`config.mk`:
```
export PLATFORM = sky130hd
export DESIGN_NAME = ead_datapath
export DESIGN_NICKNAME = d
export VERILOG_FILES = /design/src/ead_placeholder_unused.sv /design/src/ead_pkg.sv /design/src/ead_datapath.sv
export SDC_FILE = /design/constraint.sdc
export NUM_CORES = 1
export LEC_CHECK = 0
export ABC_AREA = 1
export BUFFER_PORTS_ARGS = -buffer_cell sky130_fd_sc_hd__clkbuf_2
export CAP_MARGIN = 20
export CORE_AREA = 2 2 134 136
export CTS_CLUSTER_SIZE = 10
export DETAILED_ROUTE_END_ITERATION = 8
export DIE_AREA = 0 0 136 138
export MAX_ROUTING_LAYER = met4
export PLACE_DENSITY = 0.78
export SLEW_MARGIN = 20
export SYNTH_ARGS = -nofsm -noshare
export SYNTH_HDL_FRONTEND = slang
export SYNTH_SLANG_ARGS = --single-unit
export TNS_END_PERCENT = 30
```
`constraint.sdc`:
```
create_clock -name core_clk -period 11.8 [get_ports core_clk]
set_input_delay 2.36 -clock core_clk [delete_from_list [all_inputs] [get_ports core_clk]]
set_output_delay 2.36 -clock core_clk [all_outputs]
set_load 0.01 [all_outputs]
```
`src/ead_placeholder_unused.sv`:
```
// Intentionally empty companion file.
// Assumes nothing.
`default_nettype none
`default_nettype wire

```
`src/ead_pkg.sv`:
```
// Package for the eight-bit arithmetic and logic datapath.
// Holds operation codes, carrier structs, cycle counts and reset values.
// Assumes the decoder and register file share the core clock.
`default_nettype none

package ead_pkg;

  localparam logic [1:0] EAD_CYC_SINGLE = 2'h1;
  localparam logic [1:0] EAD_CYC_DOUBLE = 2'h2;
  localparam logic [15:0] EAD_RST_RESULT = 16'h0000;
  localparam logic [7:0] EAD_ALL_ONES = 8'hFF;
  localparam logic [7:0] EAD_SIGN_MIN = 8'h80;
  localparam logic [7:0] EAD_SIGN_MAX = 8'h7F;
  localparam int EAD_WORD_K_MSB = 5;

  typedef enum logic [4:0] {
    OP_PLUS_REGS = 5'h00,
    OP_PLUS_WITH_CARRY = 5'h01,
    OP_WORD_PLUS_IMMEDIATE = 5'h02,
    OP_MINUS = 5'h03,
    OP_MINUS_WITH_BORROW = 5'h04,
    OP_WORD_MINUS_IMMEDIATE = 5'h05,
    OP_CONJUNCTION = 5'h06,
    OP_DISJUNCTION = 5'h07,
    OP_EXCLUSIVE_DISJUNCTION_REGS = 5'h08,
    OP_ONES_INVERSION = 5'h09,
    OP_TWOS_INVERSION = 5'h0A,
    OP_SET_BITS_MASK = 5'h0B,
    OP_CLEAR_BITS_MASK = 5'h0C,
    OP_PLUS_ONE = 5'h0D,
    OP_MINUS_ONE = 5'h0E,
    OP_ZERO_SIGN_CHECK = 5'h0F,
    OP_ZERO_REGISTER_FILL = 5'h10,
    OP_ALL_ONES_FILL = 5'h11,
    OP_UNSIGNED_PRODUCT = 5'h12,
    OP_SIGNED_PRODUCT = 5'h13,
    OP_MIXED_SIGN_PRODUCT = 5'h14,
    OP_FRACTIONAL_UNSIGNED_PRODUCT = 5'h15,
    OP_FRACTIONAL_SIGNED_PRODUCT = 5'h16,
    OP_FRACTIONAL_MIXED_PRODUCT = 5'h17
  } ead_op_t;

  typedef enum logic [1:0] {
    EAD_WR_NONE = 2'h0,
    EAD_WR_RD = 2'h1,
    EAD_WR_PAIR = 2'h2,
    EAD_WR_R1R0 = 2'h3
  } ead_wr_t;

  typedef enum logic [1:0] {
    EAD_ST_IDLE = 2'b01,
    EAD_ST_HOLD = 2'b10
  } ead_state_t;

  typedef struct packed {
    logic h;
    logic s;
    logic v;
    logic n;
    logic z;
    logic c;
  } ead_flags_t;

  typedef struct packed {
    logic valid;
    ead_op_t op;
    logic [7:0] rd_val;
    logic [7:0] rr_val;
    logic [15:0] pair_val;
    ead_flags_t flags;
  } ead_req_t;

  typedef struct packed {
    logic done;
    logic busy;
    ead_wr_t wr;
    logic [15:0] result;
    ead_flags_t flags;
  } ead_rsp_t;

  typedef struct packed {
    ead_state_t st;
    logic [1:0] cnt;
    ead_rsp_t rsp;
    ead_rsp_t held;
  } ead_regs_t;

endpackage : ead_pkg

`default_nettype wire

```
`src/ead_datapath.sv`:
```
// Eight-bit arithmetic and logic datapath with a two-cycle multiplier.
// Assumes the decoder holds no request while busy is high and that
// operands and flags come from logic on the same clock.
`default_nettype none

// Function
// - Add two registers, optionally plus carry; update Z C N V H; one cycle.
// - Add immediate to register pair as one word; update Z C N V S; two cycles.
// - Subtract register or constant; store difference; update Z C N V H; one cycle.
// - Subtract with borrow, register or constant; update Z C N V H; one cycle.
// - Subtract immediate from register pair as word; update Z C N V S; two cycles.
// - AND with register or constant; update Z N V only; one cycle.
// - OR with register or constant; update Z N V only; one cycle.
// - Exclusive OR of two registers; update Z N V; one cycle.
// - Set bits ORs mask, clear bits ANDs complement; Z N V; one cycle.
// - Test ANDs register with itself, value unchanged; Z N V; one cycle.
// - Product unsigned, signed or mixed into R1:R0; Z and C; two cycles.
// - Fractional products shift left one before R1:R0; Z and C; two cycles.
module ead_datapath
  import ead_pkg::*;
(
  input wire logic core_clk,
  input wire logic resetn,
  input wire ead_req_t req,
  output ead_rsp_t rsp
);

  ead_regs_t q_reg;
  ead_regs_t q_next;

  ////////////////////////////////////////////////////////////////////////////
  // Operation result and flags

  logic [7:0] a;
  logic [7:0] b;
  logic [7:0] r8;
  logic [15:0] r16;
  logic [8:0] s9;
  logic [16:0] w17;
  logic [15:0] ax;
  logic [15:0] bx;
  logic [31:0] p32;
  logic cin;
  logic upd_nz;
  logic two_cyc;
  ead_flags_t f;
  ead_wr_t wr;

  always_comb begin
    a = req.rd_val;
    b = req.rr_val;
    cin = 1'b0;
    r8 = 8'h00;
    r16 = EAD_RST_RESULT;
    s9 = 9'h000;
    w17 = 17'h0_0000;
    ax = 16'h0000;
    bx = 16'h0000;
    p32 = 32'h0000_0000;
    upd_nz = 1'b1;
    two_cyc = 1'b0;
    f = req.flags;
    wr = EAD_WR_RD;
    case (req.op)
      OP_PLUS_REGS, OP_PLUS_WITH_CARRY: begin
        cin = (req.op == OP_PLUS_WITH_CARRY) ? req.flags.c : 1'b0;
        s9 = {1'b0, a} + {1'b0, b} + {8'h00, cin};
        r8 = s9[7:0];
        f.c = s9[8];
        f.h = (a[3] & b[3]) | (b[3] & ~r8[3]) | (~r8[3] & a[3]);
        f.v = (a[7] & b[7] & ~r8[7]) | (~a[7] & ~b[7] & r8[7]);
      end
      OP_MINUS, OP_MINUS_WITH_BORROW: begin
        cin = (req.op == OP_MINUS_WITH_BORROW) ? req.flags.c : 1'b0;
        s9 = {1'b0, a} - {1'b0, b} - {8'h00, cin};
        r8 = s9[7:0];
        f.c = (~a[7] & b[7]) | (b[7] & r8[7]) | (r8[7] & ~a[7]);
        f.h = (~a[3] & b[3]) | (b[3] & r8[3]) | (r8[3] & ~a[3]);
        f.v = (a[7] & ~b[7] & ~r8[7]) | (~a[7] & b[7] & r8[7]);
      end
      OP_WORD_PLUS_IMMEDIATE, OP_WORD_MINUS_IMMEDIATE: begin
        upd_nz = 1'b0;
        two_cyc = 1'b1;
        wr = EAD_WR_PAIR;
        if (req.op == OP_WORD_PLUS_IMMEDIATE) begin
          w17 = {1'b0, req.pair_val} + {11'h000, b[EAD_WORD_K_MSB:0]};
          r16 = w17[15:0];
          f.v = ~req.pair_val[15] & r16[15];
          f.c = ~r16[15] & req.pair_val[15];
        end else begin
          w17 = {1'b0, req.pair_val} - {11'h000, b[EAD_WORD_K_MSB:0]};
          r16 = w17[15:0];
          f.v = req.pair_val[15] & ~r16[15];
          f.c = r16[15] & ~req.pair_val[15];
        end
        f.n = r16[15];
        f.z = (r16 == 16'h0000);
        f.s = f.n ^ f.v;
      end
      OP_CONJUNCTION: begin
        r8 = a & b;
        f.v = 1'b0;
      end
      OP_DISJUNCTION: begin
        r8 = a | b;
        f.v = 1'b0;
      end
      OP_EXCLUSIVE_DISJUNCTION_REGS: begin
        r8 = a ^ b;
        f.v = 1'b0;
      end
      OP_SET_BITS_MASK: begin
        r8 = a | b;
        f.v = 1'b0;
      end
      OP_CLEAR_BITS_MASK: begin
        r8 = a & (EAD_ALL_ONES - b);
        f.v = 1'b0;
      end
      OP_ZERO_SIGN_CHECK: begin
        r8 = a & a;
        f.v = 1'b0;
        wr = EAD_WR_NONE;
      end
      OP_ONES_INVERSION: begin
        r8 = EAD_ALL_ONES - a;
        f.c = 1'b1;
        f.v = 1'b0;
      end
      OP_TWOS_INVERSION: begin
        r8 = 8'h00 - a;
        f.c = (r8 != 8'h00);
        f.v = (r8 == EAD_SIGN_MIN);
        f.h = r8[3] | a[3];
      end
      OP_PLUS_ONE: begin
        r8 = a + 8'h01;
        f.v = (r8 == EAD_SIGN_MIN);
      end
      OP_MINUS_ONE: begin
        r8 = a - 8'h01;
        f.v = (r8 == EAD_SIGN_MAX);
      end
      OP_ZERO_REGISTER_FILL: begin
        r8 = a ^ a;
        f.v = 1'b0;
      end
      OP_ALL_ONES_FILL: begin
        r8 = EAD_ALL_ONES;
        upd_nz = 1'b0;
      end
      OP_UNSIGNED_PRODUCT, OP_SIGNED_PRODUCT, OP_MIXED_SIGN_PRODUCT,
      OP_FRACTIONAL_UNSIGNED_PRODUCT, OP_FRACTIONAL_SIGNED_PRODUCT,
      OP_FRACTIONAL_MIXED_PRODUCT: begin
        upd_nz = 1'b0;
        two_cyc = 1'b1;
        wr = EAD_WR_R1R0;
        ax = {8'h00, a};
        bx = {8'h00, b};
        if (req.op == OP_SIGNED_PRODUCT || req.op == OP_FRACTIONAL_SIGNED_PRODUCT ||
            req.op == OP_MIXED_SIGN_PRODUCT || req.op == OP_FRACTIONAL_MIXED_PRODUCT) begin
          ax = {{8{a[7]}}, a};
        end
        if (req.op == OP_SIGNED_PRODUCT || req.op == OP_FRACTIONAL_SIGNED_PRODUCT) begin
          bx = {{8{b[7]}}, b};
        end
        p32 = ax * bx;
        f.c = p32[15];
        if (req.op == OP_FRACTIONAL_UNSIGNED_PRODUCT ||
            req.op == OP_FRACTIONAL_SIGNED_PRODUCT ||
            req.op == OP_FRACTIONAL_MIXED_PRODUCT) begin
          r16 = {p32[14:0], 1'b0};
        end else begin
          r16 = p32[15:0];
        end
        f.z = (r16 == 16'h0000);
      end
      default: begin
        upd_nz = 1'b0;
        wr = EAD_WR_NONE;
      end
    endcase
    if (upd_nz) begin
      r16 = {8'h00, r8};
      f.n = r8[7];
      if (req.op == OP_MINUS_WITH_BORROW) begin
        f.z = (r8 == 8'h00) & req.flags.z;
      end else begin
        f.z = (r8 == 8'h00);
      end
    end
    if (req.op == OP_ALL_ONES_FILL) begin
      r16 = {8'h00, r8};
    end
  end

  ////////////////////////////////////////////////////////////////////////////
  // Sequencing of single and double cycle operations

  always_comb begin
    q_next = q_reg;
    q_next.rsp.done = 1'b0;
    case (q_reg.st)
      EAD_ST_IDLE: begin
        if (req.valid) begin
          if (two_cyc) begin
            q_next.st = EAD_ST_HOLD;
            q_next.cnt = EAD_CYC_DOUBLE - EAD_CYC_SINGLE;
            q_next.rsp.busy = 1'b1;
            q_next.held.done = 1'b1;
            q_next.held.busy = 1'b0;
            q_next.held.wr = wr;
            q_next.held.result = r16;
            q_next.held.flags = f;
          end else begin
            q_next.rsp.done = 1'b1;
            q_next.rsp.busy = 1'b0;
            q_next.rsp.wr = wr;
            q_next.rsp.result = r16;
            q_next.rsp.flags = f;
          end
        end
      end
      EAD_ST_HOLD: begin
        q_next.cnt = q_reg.cnt - 2'h1;
        if (q_reg.cnt == EAD_CYC_SINGLE) begin
          q_next.st = EAD_ST_IDLE;
          q_next.rsp = q_reg.held;
        end
      end
      default: begin
        q_next.st = EAD_ST_IDLE;
        q_next.rsp.busy = 1'b0;
      end
    endcase
  end

  always_ff @(posedge core_clk) begin
    if (!resetn) begin
      q_reg <= '{st: EAD_ST_IDLE, cnt: 2'h0,
                 rsp: '{done: 1'b0, busy: 1'b0, wr: EAD_WR_NONE,
                        result: EAD_RST_RESULT, flags: '0},
                 held: '{done: 1'b0, busy: 1'b0, wr: EAD_WR_NONE,
                         result: EAD_RST_RESULT, flags: '0}};
    end else begin
      q_reg <= q_next;
    end
  end

  assign rsp = q_reg.rsp;

endmodule : ead_datapath

`default_nettype wire

```
==> impl_metrics.ini <==
[drt]
vias_per_cell = 5.53
ant_nets = 0
initialDrtViolationCount = 704
drcViolationCount = 0
first_pass_iters = 5
wl_um = 28300
vias = 9863
wl_per_cell_um = 15.9

[cells_and_area]
nets = 1783
drive_gt1_share_pct = 7.92
syn2layout_area_growth_pct = 4.47
largest_reg_flops = 29
diodes = 0

[sta]
worst_slew_pin_slew_ns = 1.07
hold_violations = 0
fin_ws_ns = 3.49
setup_viol = 0
relSlewSlack_pct = 28.2
period_needed_ns = 8.31
min_period_over_period_pct = 70.4
setup_tns_ns = 0
rsz0062_at_grt = no
max_clock_freq_mhz = 120
skew_ns = 0.00321
slew_viol_final = 0

[worst_setup_path]
cp_top_family = adder cells
slowest_stage = fa_1
slowest_delay_ns = 0.51
critPathMaxFanout = 7
cp_common_cell = fa_1
cp.arrival_ns = 8.54
reg2reg_from = q_reg[55]$_SDFFE_PN0P_
worstSetupStartpointType = input port
crit_path_end_kind = flip-flop
required_ns = 12.03
critPathKind = input port to flip-flop
ff2ff_path_depth = 8
reg2reg_to = q_reg[16]$_SDFFE_PN0P_
r2r_slack_ns = 9.68
path_buf_inv = 5

[logic_synthesis]
ys_warn_count = 0
synth_edf_count = 0
yosysUniqueCellTypes = 54
synth_nets = 1772
synth_flop_cell = dfxtp_1
yosysTopAreaCellShare_pct = 15.4
syn_area_um2 = 10100
seq_area_frac_synth_pct = 10.9
async_flop_share_pct = 0
synthTopCellsByCount = nand2_1, inv_1, nor2_1, o21ai_0, ha_1
synth_area_leaders = fa_1, ha_1, nand2_1, inv_1, dfxtp_1
synth_area_leader_cell = fa_1
yosysMostFrequentCell = nand2_1
syn-instance-count = 1541
ys_ff_latch = 55
syn-mean-instance-area_um2 = 6.58

[clocking]
clockBufferDepth = 2
clock_latency_ns = 0.29
cts_buffers = 5
post-cts-setup-buffer-count = 0
cts_tree = yes
htreeDepth = 2
cts-root-buf = clkbuf_16
hold_buffers = 0
cts_resized = 0
clk_pin_slew_ns = 0.07
cts_sinks = 55

[grt]
grt_pass1_vias = 9324
grt_util_met3_pct = 3.70
grt_use_met1_pct = 39.8
grt_max_degree = 51
antenna_found_initial = 0
busiest_layer = met2
grtUsageMet2_pct = 51.1
grt_pass1_wl_um = 46200
overflow = 0
grt_util_all_layers_pct = 31.3

[worst_hold_path]
whs_endpoint = rsp[24]$_SDFFE_PN0P_
hp-start = rsp[24]$_SDFFE_PN0P_
min_path_type = flip-flop to flip-flop
whs_path_depth = 2

[outcome]
status = complete, no violations

[placed_design]
io_buffers = 71
dp_hpwl_um = 22800
place.gp.congestion = 1.03
dp_slack_ns = 3.20

[floorplanning]
dieArea_um2 = 18800
initial_core_util_pct = 57.8
coreArea_um2 = 17500
die_x_um = 136
io_pins = 72
die_h_um = 138
rows = 49

[power_and_ir_drop]
p_per_area_nw_per_um2 = 116
irDropWorstVdd_mv = 0.131
p_leak_nw = 5.83

[job]
max_cap_viol_count = 0
[worst reg2reg max path: stages, from the launching register on]
cell	delay (ns)
dfxtp_1	0.33
inv_1	0.06
ha_1	0.29
nand2_1	0.12
nor2_2	0.17
buf_4	0.37
clkinv_1	0.38
o21bai_1	0.24
inv_1	0.05
[cells in the final DEF, fill, tap and decap left out, types with 4 or more instances in the layout]
| master | synthesis | layout |
|---|---|---|
| nand2_1 | 317 | 317 |
| inv_1 | 304 | 304 |
| nor2_1 | 119 | 118 |
| o21ai_0 | 108 | 108 |
| ha_1 | 107 | 107 |
| a21oi_1 | 88 | 88 |
| fa_1 | 78 | 78 |
| nand3_1 | 76 | 76 |
| clkbuf_2 | 0 | 71 |
| dfxtp_1 | 55 | 55 |
| xor2_1 | 33 | 33 |
| nor3_1 | 22 | 22 |
| o211ai_1 | 15 | 15 |
| o21bai_1 | 14 | 14 |
| nand4_1 | 14 | 14 |
| xnor2_1 | 9 | 9 |
| a31oi_1 | 8 | 8 |
| inv_2 | 7 | 7 |
| a211oi_1 | 7 | 7 |
| o22ai_1 | 7 | 7 |
| nor2_2 | 5 | 6 |
| nand3b_1 | 6 | 6 |
| o2111ai_1 | 6 | 6 |
| o31ai_1 | 6 | 6 |
| or2_2 | 6 | 6 |
| nand2_2 | 5 | 5 |
| nor4_1 | 5 | 5 |
| o21ai_1 | 5 | 5 |
| clkbuf_16 | 0 | 5 |
| nor2_4 | 4 | 4 |
| o221ai_1 | 4 | 4 |
| buf_4 | 28 | 4 |
[power breakdown]
| part | switching [mW] | total (mW) | internal, mW |
|---|---|---|---|
| logic | 0.552 | 0.846 | 0.294 |
| clock network | 0.0658 | 0.156 | 0.0903 |
| registers | 0.0123 | 0.223 | 0.211 |
[cell type report]
type / count / area [µm²]
Multi-Input combinational cell: 1103 / 7490
Inverter: 312 / 1170
Timing Repair Buffer: 75 / 385
Clock buffer: 7 / 153
Tap cell: 229 / 287
Clock inverter: 1 / 7.51
Fill cell: 1735 / 6940
Sequential cell: 55 / 1100
[through the flow]
step	hold WS, ns	power (mW)	utilization [%]	instances	area, µm²
3_5_place_dp	0.454	1.05	59.5	1774	10400
3_3_place_gp	0.450	1.04	59.5	1774	10400
4_1_cts	0.465	1.21	60.4	1782	10600
6_report	0.463	1.23	60.4	1782	10600
5_1_grt	0.495	1.36	60.4	1782	10600
2_1_floorplan	0.441	0.864	-	1541	10100
[logic make-up after synthesis]
family,after synthesis,share of synthesized area (%)
xor gates and xnor gates,42,3.63
muxes,1,0.0987
buffers and inverters,383,15.3
adders and majority gates,185,28.6
AOI/OAI and AO/OA,288,16.5
DFF,55,10.9
and+or+nand+nor,587,25.0
[routing by layer]
| metal | up-vias | wire length [µm] |
|---|---|---|
| met4 | 0 | 1080 |
| met5 | - | 0 |
| li1 | 4880 | - |
| met2 | 354 | 13500 |
| met3 | 73 | 1770 |
| met1 | 4556 | 12000 |
[how the worst max path moves through the flow]
| stage | start | end | slack, ns | cells after the start |
|---|---|---|---|---|
| 6_report | req[41] | rsp[1]$_SDFFE_PN0P_ | 3.49 | 30 |
| 5_1_grt | req[41] | rsp[1]$_SDFFE_PN0P_ | 2.98 | 32 |
| 4_1_cts | req[41] | rsp[1]$_SDFFE_PN0P_ | 3.50 | 30 |
| 3_5_place_dp | req[41] | rsp[1]$_SDFFE_PN0P_ | 3.20 | 30 |
| 3_3_place_gp | req[41] | rsp[1]$_SDFFE_PN0P_ | 3.31 | 30 |
| 2_1_floorplan | req[32] | rsp[1]$_SDFFE_PN0P_ | 3.85 | 28 |
Power figures use the tool's default switching activity.
